## config.mk

```make
export PLATFORM = sky130hd
export DESIGN_NAME = kbd_link_status
export DESIGN_NICKNAME = d
export VERILOG_FILES = /design/src/hw/kbd_link_status.v /design/src/hw/tick_counter.v
export VERILOG_INCLUDE_DIRS = /design/src /design/src/include
export SDC_FILE = /design/constraint.sdc
export NUM_CORES = 1
export LEC_CHECK = 0
export BUFFER_PORTS_ARGS = -buffer_cell sky130_fd_sc_hd__clkbuf_2
export CORE_MARGIN = 2
export CORE_UTILIZATION = 45
export DETAILED_ROUTE_END_ITERATION = 6
export GPL_ROUTABILITY_DRIVEN = 0
export PLACE_DENSITY = 0.67
export SLEW_MARGIN = 15
export SYNTH_ARGS = -nofsm -noshare
export SYNTH_HDL_FRONTEND = slang
export SYNTH_HIERARCHICAL = 1
export SYNTH_SLANG_ARGS = --single-unit
```

## constraint.sdc

```tcl
create_clock -name clk_in -period 2.9 [get_ports clk_in]
set_input_delay 0.58 -clock clk_in [delete_from_list [all_inputs] [get_ports clk_in]]
set_output_delay 0.58 -clock clk_in [all_outputs]
set_load 0.005 [all_outputs]
```

## src/include/kbd_link_map.vh

```
// Purpose: register map, fields and timing counts of the link status block
// Assumes: 125 MHz system clock, 32-bit register port
// Notes: times are kept in their own unit, counts derive from them
`ifndef KBD_LINK_MAP_VH
`define KBD_LINK_MAP_VH
// ----------------------------------------------------------------
// register offsets
// ----------------------------------------------------------------
`define OFS_TX_BUF 8'h00
`define OFS_CTRL 8'h04
`define OFS_STATUS 8'h08
`define OFS_IRQ_MASK 8'h0c
`define OFS_IRQ_STAT 8'h10
// ----------------------------------------------------------------
// control fields
// ----------------------------------------------------------------
`define CTRL_DIR_BIT 0
`define CTRL_EN_BIT 1
`define CTRL_STOP_LO 4
`define STOP_HIGH 2'h0
`define STOP_LOW 2'h1
`define STOP_IGNORE 2'h2
// ----------------------------------------------------------------
// status fields
// ----------------------------------------------------------------
`define ST_RTO_BIT 1
`define ST_FE_BIT 3
`define ST_IDLE_BIT 4
`define ST_XTO_BIT 5
`define ST_BUSY_BIT 6
`define ST_XSTO_BIT 7
`define STATUS_RESET 8'h10
// ----------------------------------------------------------------
// interrupt status bits: activity, receive error
// ----------------------------------------------------------------
`define IRQ_ACT_BIT 0
`define IRQ_ERR_BIT 1
// ----------------------------------------------------------------
// timing
// ----------------------------------------------------------------
`define CLK_MHZ 125
`define TICK_US 1
`define TICK_CYC (`TICK_US * `CLK_MHZ)
`define START_WAIT_US 25000
`define FRAME_US 2000
`define BIT_US 300
`define HOLD_US 300
`define START_WAIT_TICKS (`START_WAIT_US / `TICK_US)
`define FRAME_TICKS (`FRAME_US / `TICK_US)
`define BIT_TICKS (`BIT_US / `TICK_US)
`define HOLD_TICKS ((`HOLD_US + `TICK_US - 1) / `TICK_US)
`endif

```

## src/hw/kbd_link_status.v

```verilog
// Purpose: status and error detection of a two-wire clocked peripheral link
// Assumes: link clock and data arrive as pins, sampled by clk_in
// Notes: shift sequencing and data buffers live outside this block
//
// Notes on behaviour
// - flag start-bit wait expired if no start bit within 25 ms of send start
// - an expired start-bit wait also sets the send timeout flag
// - receive-busy bit reads 1 while a frame is being received, else 0
// - send timeout clears direction and holds clock low 300 us until read
// - send timeout when falling clock edges are over 300 us apart
// - send timeout when start to tenth bit takes over 2 ms
// - sender-quiet clears on transmit buffer write, stays 0 while sending
// - sender-quiet returns on 11th edge, timeout, direction or enable clear
// - each rise of sender-quiet raises the activity interrupt
// - stop bit is sampled on the eleventh falling link clock edge
// - wrong stop level sets mismatch and receive timeout, raising interrupt
// - stop select 00 high, 01 low, 10 ignore, 11 reserved
// - receive timeout holds clock low at least 300 us until status read
//
// Strobed register access was left to the implementer.
`timescale 1ns/1ns
`include "kbd_link_map.vh"
module kbd_link_status #(
   parameter START_WAIT_TICKS = `START_WAIT_TICKS,
   parameter FRAME_TICKS = `FRAME_TICKS,
   parameter BIT_TICKS = `BIT_TICKS,
   parameter HOLD_TICKS = `HOLD_TICKS
) (
   // clock and reset
   input wire clk_in,
   input wire rst_in,
   // register port
   input wire [7:0] addr_in,
   input wire [31:0] wdata_in,
   input wire wr_in,
   input wire rd_in,
   output reg [31:0] rdata_out,
   // link pins
   input wire link_clk_in,
   input wire link_data_in,
   output reg link_clk_low_out,
   output reg link_clk_oe_out,
   // control outputs
   output reg direction_select_out,
   output reg channel_enable_out,
   output reg irq_out
);
   // ----------------------------------------------------------------
   // synchronisers and edge finding
   // ----------------------------------------------------------------
   reg [1:0] clk_sync_reg;
   reg [1:0] data_sync_reg;
   reg clk_prev_reg;
   wire fall = clk_prev_reg && !clk_sync_reg[1];

   always @(posedge clk_in) begin
      if (rst_in) begin
         clk_sync_reg <= 2'h3;
         data_sync_reg <= 2'h3;
         clk_prev_reg <= 1'b1;
      end else begin
         clk_sync_reg <= {clk_sync_reg[0], link_clk_in};
         data_sync_reg <= {data_sync_reg[0], link_data_in};
         clk_prev_reg <= clk_sync_reg[1];
      end
   end

   // ----------------------------------------------------------------
   // microsecond timebase
   // ----------------------------------------------------------------
   localparam [7:0] TICK_LAST = `TICK_CYC - 1;
   reg [7:0] pre_reg;
   reg tick_reg;

   always @(posedge clk_in) begin
      if (rst_in || pre_reg == TICK_LAST) begin
         pre_reg <= 8'h00;
         tick_reg <= !rst_in;
      end else begin
         pre_reg <= pre_reg + 8'h01;
         tick_reg <= 1'b0;
      end
   end

   // ----------------------------------------------------------------
   // registers
   // ----------------------------------------------------------------
   reg [1:0] stop_sel_reg;
   reg xsto_reg, xto_reg, idle_reg, fe_reg, rto_reg;
   reg [1:0] irq_stat_reg, irq_mask_reg;
   reg [3:0] edge_cnt_reg;
   reg sending_reg, wait_start_reg, receiving_reg;
   reg hold_reg;

   wire wr_tx = wr_in && addr_in == `OFS_TX_BUF;
   wire wr_ctrl = wr_in && addr_in == `OFS_CTRL;
   wire wr_stat = wr_in && addr_in == `OFS_STATUS;
   wire rd_stat = rd_in && addr_in == `OFS_STATUS;
   wire [31:0] ctrl_word = {26'h0, stop_sel_reg, 2'h0,
      channel_enable_out, direction_select_out};
   wire [31:0] stat_word = {24'h0, xsto_reg, receiving_reg, xto_reg,
      idle_reg, fe_reg, 1'b0, rto_reg, 1'b0};

   // ----------------------------------------------------------------
   // interval counters
   // ----------------------------------------------------------------
   wire start_over, frame_over, bit_over, hold_over;
   wire active = sending_reg || receiving_reg;

   tick_counter #(.WIDTH(16)) start_cnt (
      .clk_in(clk_in), .rst_in(rst_in), .restart_in(wr_tx),
      .run_in(wait_start_reg), .tick_in(tick_reg),
      .limit_in(START_WAIT_TICKS[15:0]), .over_out(start_over));
   tick_counter #(.WIDTH(16)) frame_cnt (
      .clk_in(clk_in), .rst_in(rst_in), .restart_in(1'b0),
      .run_in(sending_reg && edge_cnt_reg != 4'h0 && edge_cnt_reg < 4'ha),
      .tick_in(tick_reg), .limit_in(FRAME_TICKS[15:0]),
      .over_out(frame_over));
   tick_counter #(.WIDTH(16)) bit_cnt (
      .clk_in(clk_in), .rst_in(rst_in), .restart_in(fall),
      .run_in(sending_reg && edge_cnt_reg != 4'h0),
      .tick_in(tick_reg), .limit_in(BIT_TICKS[15:0]),
      .over_out(bit_over));
   tick_counter #(.WIDTH(16)) hold_cnt (
      .clk_in(clk_in), .rst_in(rst_in), .restart_in(1'b0),
      .run_in(hold_reg), .tick_in(tick_reg),
      .limit_in(HOLD_TICKS[15:0] - 16'h0001), .over_out(hold_over));

   // ----------------------------------------------------------------
   // frame tracking and flags
   // ----------------------------------------------------------------
   wire xmit_err = sending_reg && (start_over || frame_over || bit_over);
   wire stop_bad = (stop_sel_reg == `STOP_HIGH && !data_sync_reg[1]) ||
      (stop_sel_reg == `STOP_LOW && data_sync_reg[1]);
   wire rx_last = receiving_reg && fall && edge_cnt_reg == 4'ha;
   wire fe_set = rx_last && stop_bad;
   // idle return conditions; a buffer write in the same cycle wins
   wire tx_last = sending_reg && fall && edge_cnt_reg == 4'ha;
   wire idle_set = !idle_reg && (tx_last || xmit_err ||
      !direction_select_out || !channel_enable_out);
   wire stat_clr = wr_stat;

   always @(posedge clk_in) begin
      if (rst_in) begin
         stop_sel_reg <= `STOP_HIGH;
         direction_select_out <= 1'b0;
         channel_enable_out <= 1'b0;
         {xsto_reg, xto_reg, fe_reg, rto_reg} <= 4'h0;
         idle_reg <= 1'b1;
         irq_stat_reg <= 2'h0;
         irq_mask_reg <= 2'h0;
         edge_cnt_reg <= 4'h0;
         sending_reg <= 1'b0;
         wait_start_reg <= 1'b0;
         receiving_reg <= 1'b0;
         hold_reg <= 1'b0;
      end else begin
         if (wr_ctrl) begin
            direction_select_out <= wdata_in[`CTRL_DIR_BIT];
            channel_enable_out <= wdata_in[`CTRL_EN_BIT];
            stop_sel_reg <= wdata_in[`CTRL_STOP_LO+1:`CTRL_STOP_LO];
         end
         if (xto_reg || xmit_err)
            direction_select_out <= 1'b0;
         // edge counting for both directions
         if (!channel_enable_out || xmit_err || tx_last || rx_last) begin
            edge_cnt_reg <= 4'h0;
            sending_reg <= 1'b0;
            receiving_reg <= 1'b0;
            wait_start_reg <= 1'b0;
         end else if (wr_tx && direction_select_out) begin
            sending_reg <= 1'b1;
            wait_start_reg <= 1'b1;
            edge_cnt_reg <= 4'h0;
         end else if (fall && !hold_reg) begin
            edge_cnt_reg <= edge_cnt_reg + 4'h1;
            wait_start_reg <= 1'b0;
            if (!sending_reg && !direction_select_out)
               receiving_reg <= 1'b1;
         end
         // write-one-to-clear, with hardware set winning
         xsto_reg <= (xsto_reg && !(stat_clr && wdata_in[`ST_XSTO_BIT])) ||
            (wait_start_reg && start_over);
         xto_reg <= (xto_reg && !(stat_clr && wdata_in[`ST_XTO_BIT])) ||
            xmit_err;
         fe_reg <= (fe_reg && !(stat_clr && wdata_in[`ST_FE_BIT])) ||
            fe_set;
         rto_reg <= (rto_reg && !(stat_clr && wdata_in[`ST_RTO_BIT])) ||
            fe_set;
         if (wr_tx)
            idle_reg <= 1'b0;
         else if (idle_set)
            idle_reg <= 1'b1;
         if (wr_in && addr_in == `OFS_IRQ_MASK)
            irq_mask_reg <= wdata_in[1:0];
         irq_stat_reg[`IRQ_ACT_BIT] <= (irq_stat_reg[`IRQ_ACT_BIT] &&
            !(wr_in && addr_in == `OFS_IRQ_STAT && wdata_in[`IRQ_ACT_BIT]))
            || (idle_set && !wr_tx);
         irq_stat_reg[`IRQ_ERR_BIT] <= (irq_stat_reg[`IRQ_ERR_BIT] &&
            !(wr_in && addr_in == `OFS_IRQ_STAT && wdata_in[`IRQ_ERR_BIT]))
            || fe_set;
         // clock hold: held at least the minimum, released by a status read
         if (xmit_err || fe_set)
            hold_reg <= 1'b1;
         else if (hold_reg && hold_over && rd_stat)
            hold_reg <= 1'b0;
      end
   end

   // ----------------------------------------------------------------
   // outputs
   // ----------------------------------------------------------------
   always @(posedge clk_in) begin
      if (rst_in) begin
         rdata_out <= 32'h0;
         link_clk_low_out <= 1'b0;
         link_clk_oe_out <= 1'b0;
         irq_out <= 1'b0;
      end else begin
         link_clk_low_out <= 1'b0;
         // idle channel also pulls the clock low while disabled
         link_clk_oe_out <= hold_reg || !channel_enable_out;
         irq_out <= |(irq_stat_reg & irq_mask_reg);
         rdata_out <= 32'h0;
         if (rd_in) begin
            case (addr_in)
               `OFS_CTRL: rdata_out <= ctrl_word;
               `OFS_STATUS: rdata_out <= stat_word;
               `OFS_IRQ_MASK: rdata_out <= {30'h0, irq_mask_reg};
               `OFS_IRQ_STAT: rdata_out <= {30'h0, irq_stat_reg};
               default: rdata_out <= 32'h0;
            endcase
         end
      end
   end
endmodule

```

## src/hw/tick_counter.v

```verilog
// Purpose: microsecond-tick interval counter with restart and limit flag
// Assumes: tick_in is a one-cycle pulse from the same clock
// Notes: stops counting one past its limit so a stalled link cannot wrap it
`timescale 1ns/1ns
module tick_counter #(
   parameter WIDTH = 16
) (
   // clock and reset
   input wire clk_in,
   input wire rst_in,
   // control
   input wire restart_in,
   input wire run_in,
   input wire tick_in,
   input wire [WIDTH-1:0] limit_in,
   // result
   output reg over_out
);
   reg [WIDTH-1:0] count_reg;

   always @(posedge clk_in) begin
      if (rst_in || restart_in || !run_in) begin
         count_reg <= {WIDTH{1'b0}};
         over_out <= 1'b0;
      end else if (tick_in && !over_out) begin
         count_reg <= count_reg + {{(WIDTH-1){1'b0}}, 1'b1};
         over_out <= (count_reg + {{(WIDTH-1){1'b0}}, 1'b1}) > limit_in;
      end
   end
endmodule

```

* Yosys cells after proc, flatten, opt, wreduce, memory -nomap -nowiden
Cells that the tools add are included.
** Storage, ports and cells
- Flip-flop bits (word level) :: 137
- Word-level logic and storage cells :: 159
** Cells by class
- Add/sub/neg operators :: 6
- Order comparisons :: 5
- Equality and inequality tests :: 7
- Multiplexer cells :: 7
- Bitwise operators :: 3
- Reduce and logical (&&, ||, !) cells :: 100
** Operators by type and width (number)
- adder 16 x 1 -> 16 bit (second input constant) :: 4
- logical AND 1 bit :: 41
- greater-than comparator 16 x 9 -> 1 bit (second input constant) :: 2
- one-hot mux 8 bit (4 select lines) :: 1
- logical OR 1 bit :: 25
- zero test 1 bit :: 22
- == test 8 x 4 -> 1 bit (second input constant) :: 2
- greater-than comparator 16 x 11 -> 1 bit (second input constant) :: 1
- greater-than comparator 16 x 15 -> 1 bit (second input constant) :: 1
- adder 8 x 1 -> 8 bit (second input constant) :: 1
- == test 8 x 3 -> 1 bit (second input constant) :: 1
- == test 8 x 5 -> 1 bit (second input constant) :: 1
- == test 8 x 7 -> 1 bit (second input constant) :: 1
- zero test 8 bit :: 1
- OR reduction 2 bit :: 4
- two-way mux 1 bit :: 6
- nonzero test 2 bit :: 3
- adder 4 x 1 -> 4 bit (second input constant) :: 1
- == test 4 bit (second input constant) :: 1
- less-than comparator 4 bit (second input constant) :: 1
- nonzero test 4 bit :: 1
- AND reduction 3 bit :: 1
- OR reduction 3 bit :: 1
- bitwise AND 2 bit :: 1
- 3 further kinds :: 4

* Logic depth before layout (Yosys ltp)
- Word-level depth :: 10
- Mapped depth :: 12
- Gate-level depth less buffers :: 11

* Hierarchy
Netlist, hierarchy kept.
** By module, submodules not included
- tick_counter (bit_cnt ...) :: times used 2, cells an instance 175, area an instance 1365.1 µm²
- kbd_link_status :: times used 1, cells an instance 235, area an instance 2103.3 µm²
- tick_counter (frame_cnt) :: times used 1, cells an instance 172, area an instance 1397.6 µm²
- tick_counter (start_cnt) :: times used 1, cells an instance 173, area an instance 1368.8 µm²

* Least setup slack after synthesis
OpenSTA, ideal clock, no wires.
- Path type :: register to register
- From :: register start_cnt.count_reg[0]
- To :: register start_cnt.over_out
- Arrival time :: 2576 ps
- Path slack :: 190 ps
- Stages on the path, launching flop included :: 11
- Path buffers :: 0
- Period minus slack after synthesis :: 2710 ps
- Path through :: dfxtp_1 -> ha_1 -> nand3_2 -> or4_4 -> nor2_1 -> xor2_1 -> ha_1 -> nand4_1 -> or4_1 -> a21oi_1 -> a311oi_1
** On the way
- Word-level cells in the longest chain between the ends :: 2
** RTL lines
- start: declaration :: RTL line tick_counter.v:19 : reg [WIDTH-1:0] count_reg;
- start signal: assignment :: RTL line tick_counter.v:23 : count_reg <= {WIDTH{1'b0}};
- start signal: assignment :: RTL line tick_counter.v:26 : count_reg <= count_reg + {{(WIDTH-1){1'b0}}, 1'b1};
- adder 16 x 1 -> 16 bit :: RTL line tick_counter.v:27 : over_out <= (count_reg + {{(WIDTH-1){1'b0}}, 1'b1}) > limit_in;
- greater-than comparator 16 x 15 -> 1 bit :: RTL line tick_counter.v:27
- end signal: assignment :: RTL line tick_counter.v:27
- end: declaration :: RTL line tick_counter.v:17 : output reg over_out
No other way between the ends.
A chain may end at the register's enable or synchronous reset.

* Final worst setup path
Ends and elaborated chain as after synthesis.

==> summary.md <==
| Metric | Value |
|---|---|
| Synth warnings | `6` |
| Antenna violations before repair | `0` |
| Die W | `134 um` |
| Max cap viols | `0` |
| Worst Path Arrival | `3.02 ns` |
| Core Area | `16,500 sq um` |
| Worst-Skew Late Latency | `0.37 ns` |
| Clock sinks | `112` |
| Post-synthesis mux area share | `0.0107` |
| Mapped cell area | `7600 sq um` |
| Yosys reg bits | `112` |
| First-pass GRT wire length | `26.3 mm` |
| Initial core utilization | `0.460` |
| Crit path kind | `reg2reg` |
| Sequential share of the synthesized area | `0.295` |
| Compound-Gate Fraction of Synth Area | `0.114` |
| Total GRT Usage | `0.178` |
| P_leak | `3.67 nW` |
| Fillers | `1,599` |
| Slew of the pin with the lowest slew margin | `0.691 ns` |
| Drt wl/cell | `12.1 um` |
| Largest net degree at the start of global routing | `25` |
| Total number of vias | `6,224` |
| Starting DRT DRC Count | `218` |
| Clock group share of total power | `0.437` |
| Hold-fix buffers, CTS | `0` |
| Total Power | `3.03 mW` |
| Mean Syn Cell Area | `8.17 sq um` |
| Number of CTS-inserted buffers | `9` |
| Most frequent cells after synthesis | `dfxtp_1, nor2_1, ha_1` |
| CTS max path bufs | `2` |
| N_diodes | `0` |
| Root buf cell | `clkbuf_16` |
| Drt pass-1 iters | `4` |
| Clock skew | `0.0136 ns` |
| Hold WC Path Type | `in2reg` |
| Count of final setup violators | `0` |
| Die area | `17,900 sq um` |
| RSZ-0062 raised after global routing | `true` |
| Worst Setup End Kind | `flop` |
| Gate power share | `0.053` |
| Count of input and output buffers | `30` |
| Biggest area consumer among synthesized cells | `dfxtp_1` |
| Post-Synth Simple-Gate Area | `0.257` |
| Nets@finish | `1,156` |
| Cells after synthesis | `930` |
| Fin crit period | `2.75 ns` |
| DRT Wirelength | `15.3 mm` |
| Worst VDD drop | `0.316 mV` |
| Power share of the sequential group | `0.510` |
| Slew HR | `0.538` |
| Max Fclk | `0.364 GHz` |
| Library cells used by synthesis | `66` |
| Final hold violation count | `0` |
| Routed Antenna Nets | `0` |
| Asr flop ratio synth | `0` |
| Internal | `2.24 mW` |
| Dpl ws | `0.0620 ns` |
| Adder-cell share of the synthesized area | `0.120` |
| H-tree levels | `3` |
| Req. time, crit path | `3.17 ns` |
| Post-DP HPWL | `11.6 mm` |
| Final worst slack | `0.153 ns` |
| Vias per cell | `4.93` |
| Final Max Slew Viols | `0` |
| Post-Synth XOR/XNOR Area | `0.118` |
| Clock Pin Slew Worst Setup and Hold Paths | `0.08 ns` |
| Outcome | `complete, no violations` |
| Area Growth Syn to Fin | `13.6%` |
| Pwr Density | `352 nW/um^2` |
| Vias in the first global route | `5,797` |
| Gr ovfl total | `0` |
| DRC viols | `0` |
| Largest family of logic cells by synthesized area | `simple AND/OR/NAND/NOR gates` |
| Area share of the largest cell type after synthesis | `0.295` |
| Synth area leaders | `dfxtp_1, ha_1, xor2_1, xnor2_1, nor2_1` |
| Psw | `0.798 mW` |
| Worst-path fanout max | `4` |
| Primary FF master, synth | `dfxtp_1` |
| Sw Ratio | `0.263` |
| I/O pins | `83` |
| CP Launch Type | `flop` |
| Row count | `47` |
| DIE HEIGHT | `134 um` |
| Layout cell share with drive strength beyond 1 | `0.125` |
| Final period util | `0.947` |
| Top-count cell post-synth | `dfxtp_1` |
| TritonCTS clock tree | `done` |
| EDFF count, synth | `0` |
worst max-delay path, stage by stage, from the launching register on:
cell and delay (ns):
dfxtp_1 0.35, ha_2 0.22, nand3_2 0.11, or4_4 0.53, nor2_1 0.16, xor2_1 0.09
ha_1 0.28, nand4_1 0.14, buf_4 0.16, a2111o_1 0.37, a311oi_1 0.24
cells in the final DEF (no fill, tap or decap), types with 4 or more instances in the layout:
cell,netlist,routed
clkinv_8,0,4
nand2_1,69,69
xor2_1,52,52
nand4_1,40,40
a21o_1,10,10
or3_1,21,20
o21ai_0,30,30
a22oi_1,4,4
a21oi_1,61,61
dfxtp_1,112,105
nor2b_1,10,10
xnor2_1,50,49
conb_1,2,92
dfxtp_2,0,6
nor3_2,4,6
and3_1,8,8
nand3_1,36,36
o31ai_1,5,5
nor2_1,98,96
buf_4,34,34
ha_1,73,72
inv_1,71,71
or2_2,7,7
nand2b_1,5,5
nor4_1,10,7
nor3_1,14,12
mux2i_1,7,7
or4_1,11,11
and4_1,5,5
clkbuf_2,1,30
clkbuf_16,0,9
logic make-up after synthesis:
group	after synthesis
compound gates	140
xor+xnor	102
fa+ha+maj	73
buf+inv	129
flops	112
mux	8
other cells	2
simple gates	364
timing repair:
item	in CTS	in global routing
setup buffers	0	4
endpoints found under the setup margin	0	4
resized for setup	0	19
endpoints found under the hold margin	0	0
layout make-up:
| class | instances | area [sq um] | area share |
|---|---|---|---|
| clock buffer | 9 | 225 | 0.0261 |
| inverter | 71 | 267 | 0.0309 |
| timing repair buffer | 64 | 405 | 0.0470 |
| clock inverter | 7 | 101 | 0.0117 |
| multi-input combinational | 779 | 5100 | 0.591 |
| tap | 220 | 275 | 0.0319 |
| sequential | 112 | 2250 | 0.261 |
power groups by stage:
stage / Clock (mW) / Sequential [mW] / Combinational [mW]
floorplan: 0 / 1.58 / 0.142
global placement: 0 / 1.58 / 0.154
detailed placement: 0 / 1.59 / 0.157
CTS: 1.38 / 1.55 / 0.158
global route: 1.42 / 1.55 / 0.193
finish: 1.32 / 1.55 / 0.162
path summary, 6_finish.rpt:
kind / from / endpoint / slack [ns] / cells past startpoint
max: start_cnt/count_reg[0] / start_cnt/over_out / 0.15 / 10
min: link_data_in / data_sync_reg[0] / 0.39 / 2
max reg2reg: start_cnt/count_reg[0] / start_cnt/over_out / 0.15 / 10
min reg2reg: clk_sync_reg[0] / clk_sync_reg[1] / 0.43 / 1
metrics by stage:
| stage | TNS (ns) | cell area (sq um) | util | hold slack [ns] | std cells |
|---|---|---|---|---|---|
| 6_report | 0 | 8630 | 0.522 | 0.394 | 1262 |
| 5_1_grt | -0.0571 | 8630 | 0.522 | 0.391 | 1262 |
| 4_1_cts | 0 | 8540 | 0.517 | 0.378 | 1258 |
| 3_5_place_dp | 0 | 8210 | 0.497 | 0.412 | 1242 |
| 3_3_place_gp | 0 | 8210 | 0.497 | 0.396 | 1242 |
| 2_1_floorplan | 0 | 7940 | - | 0.389 | 1020 |
routing by layer:
metal	vias up	track usage	wire, um
met5	-	0	0
met4	0	0.0573	212
met3	15	0.0272	449
met2	74	0.301	7140
li1	3337	-	-
met1	2798	0.233	7490
No activity file was read; power rests on OpenSTA's default activity.
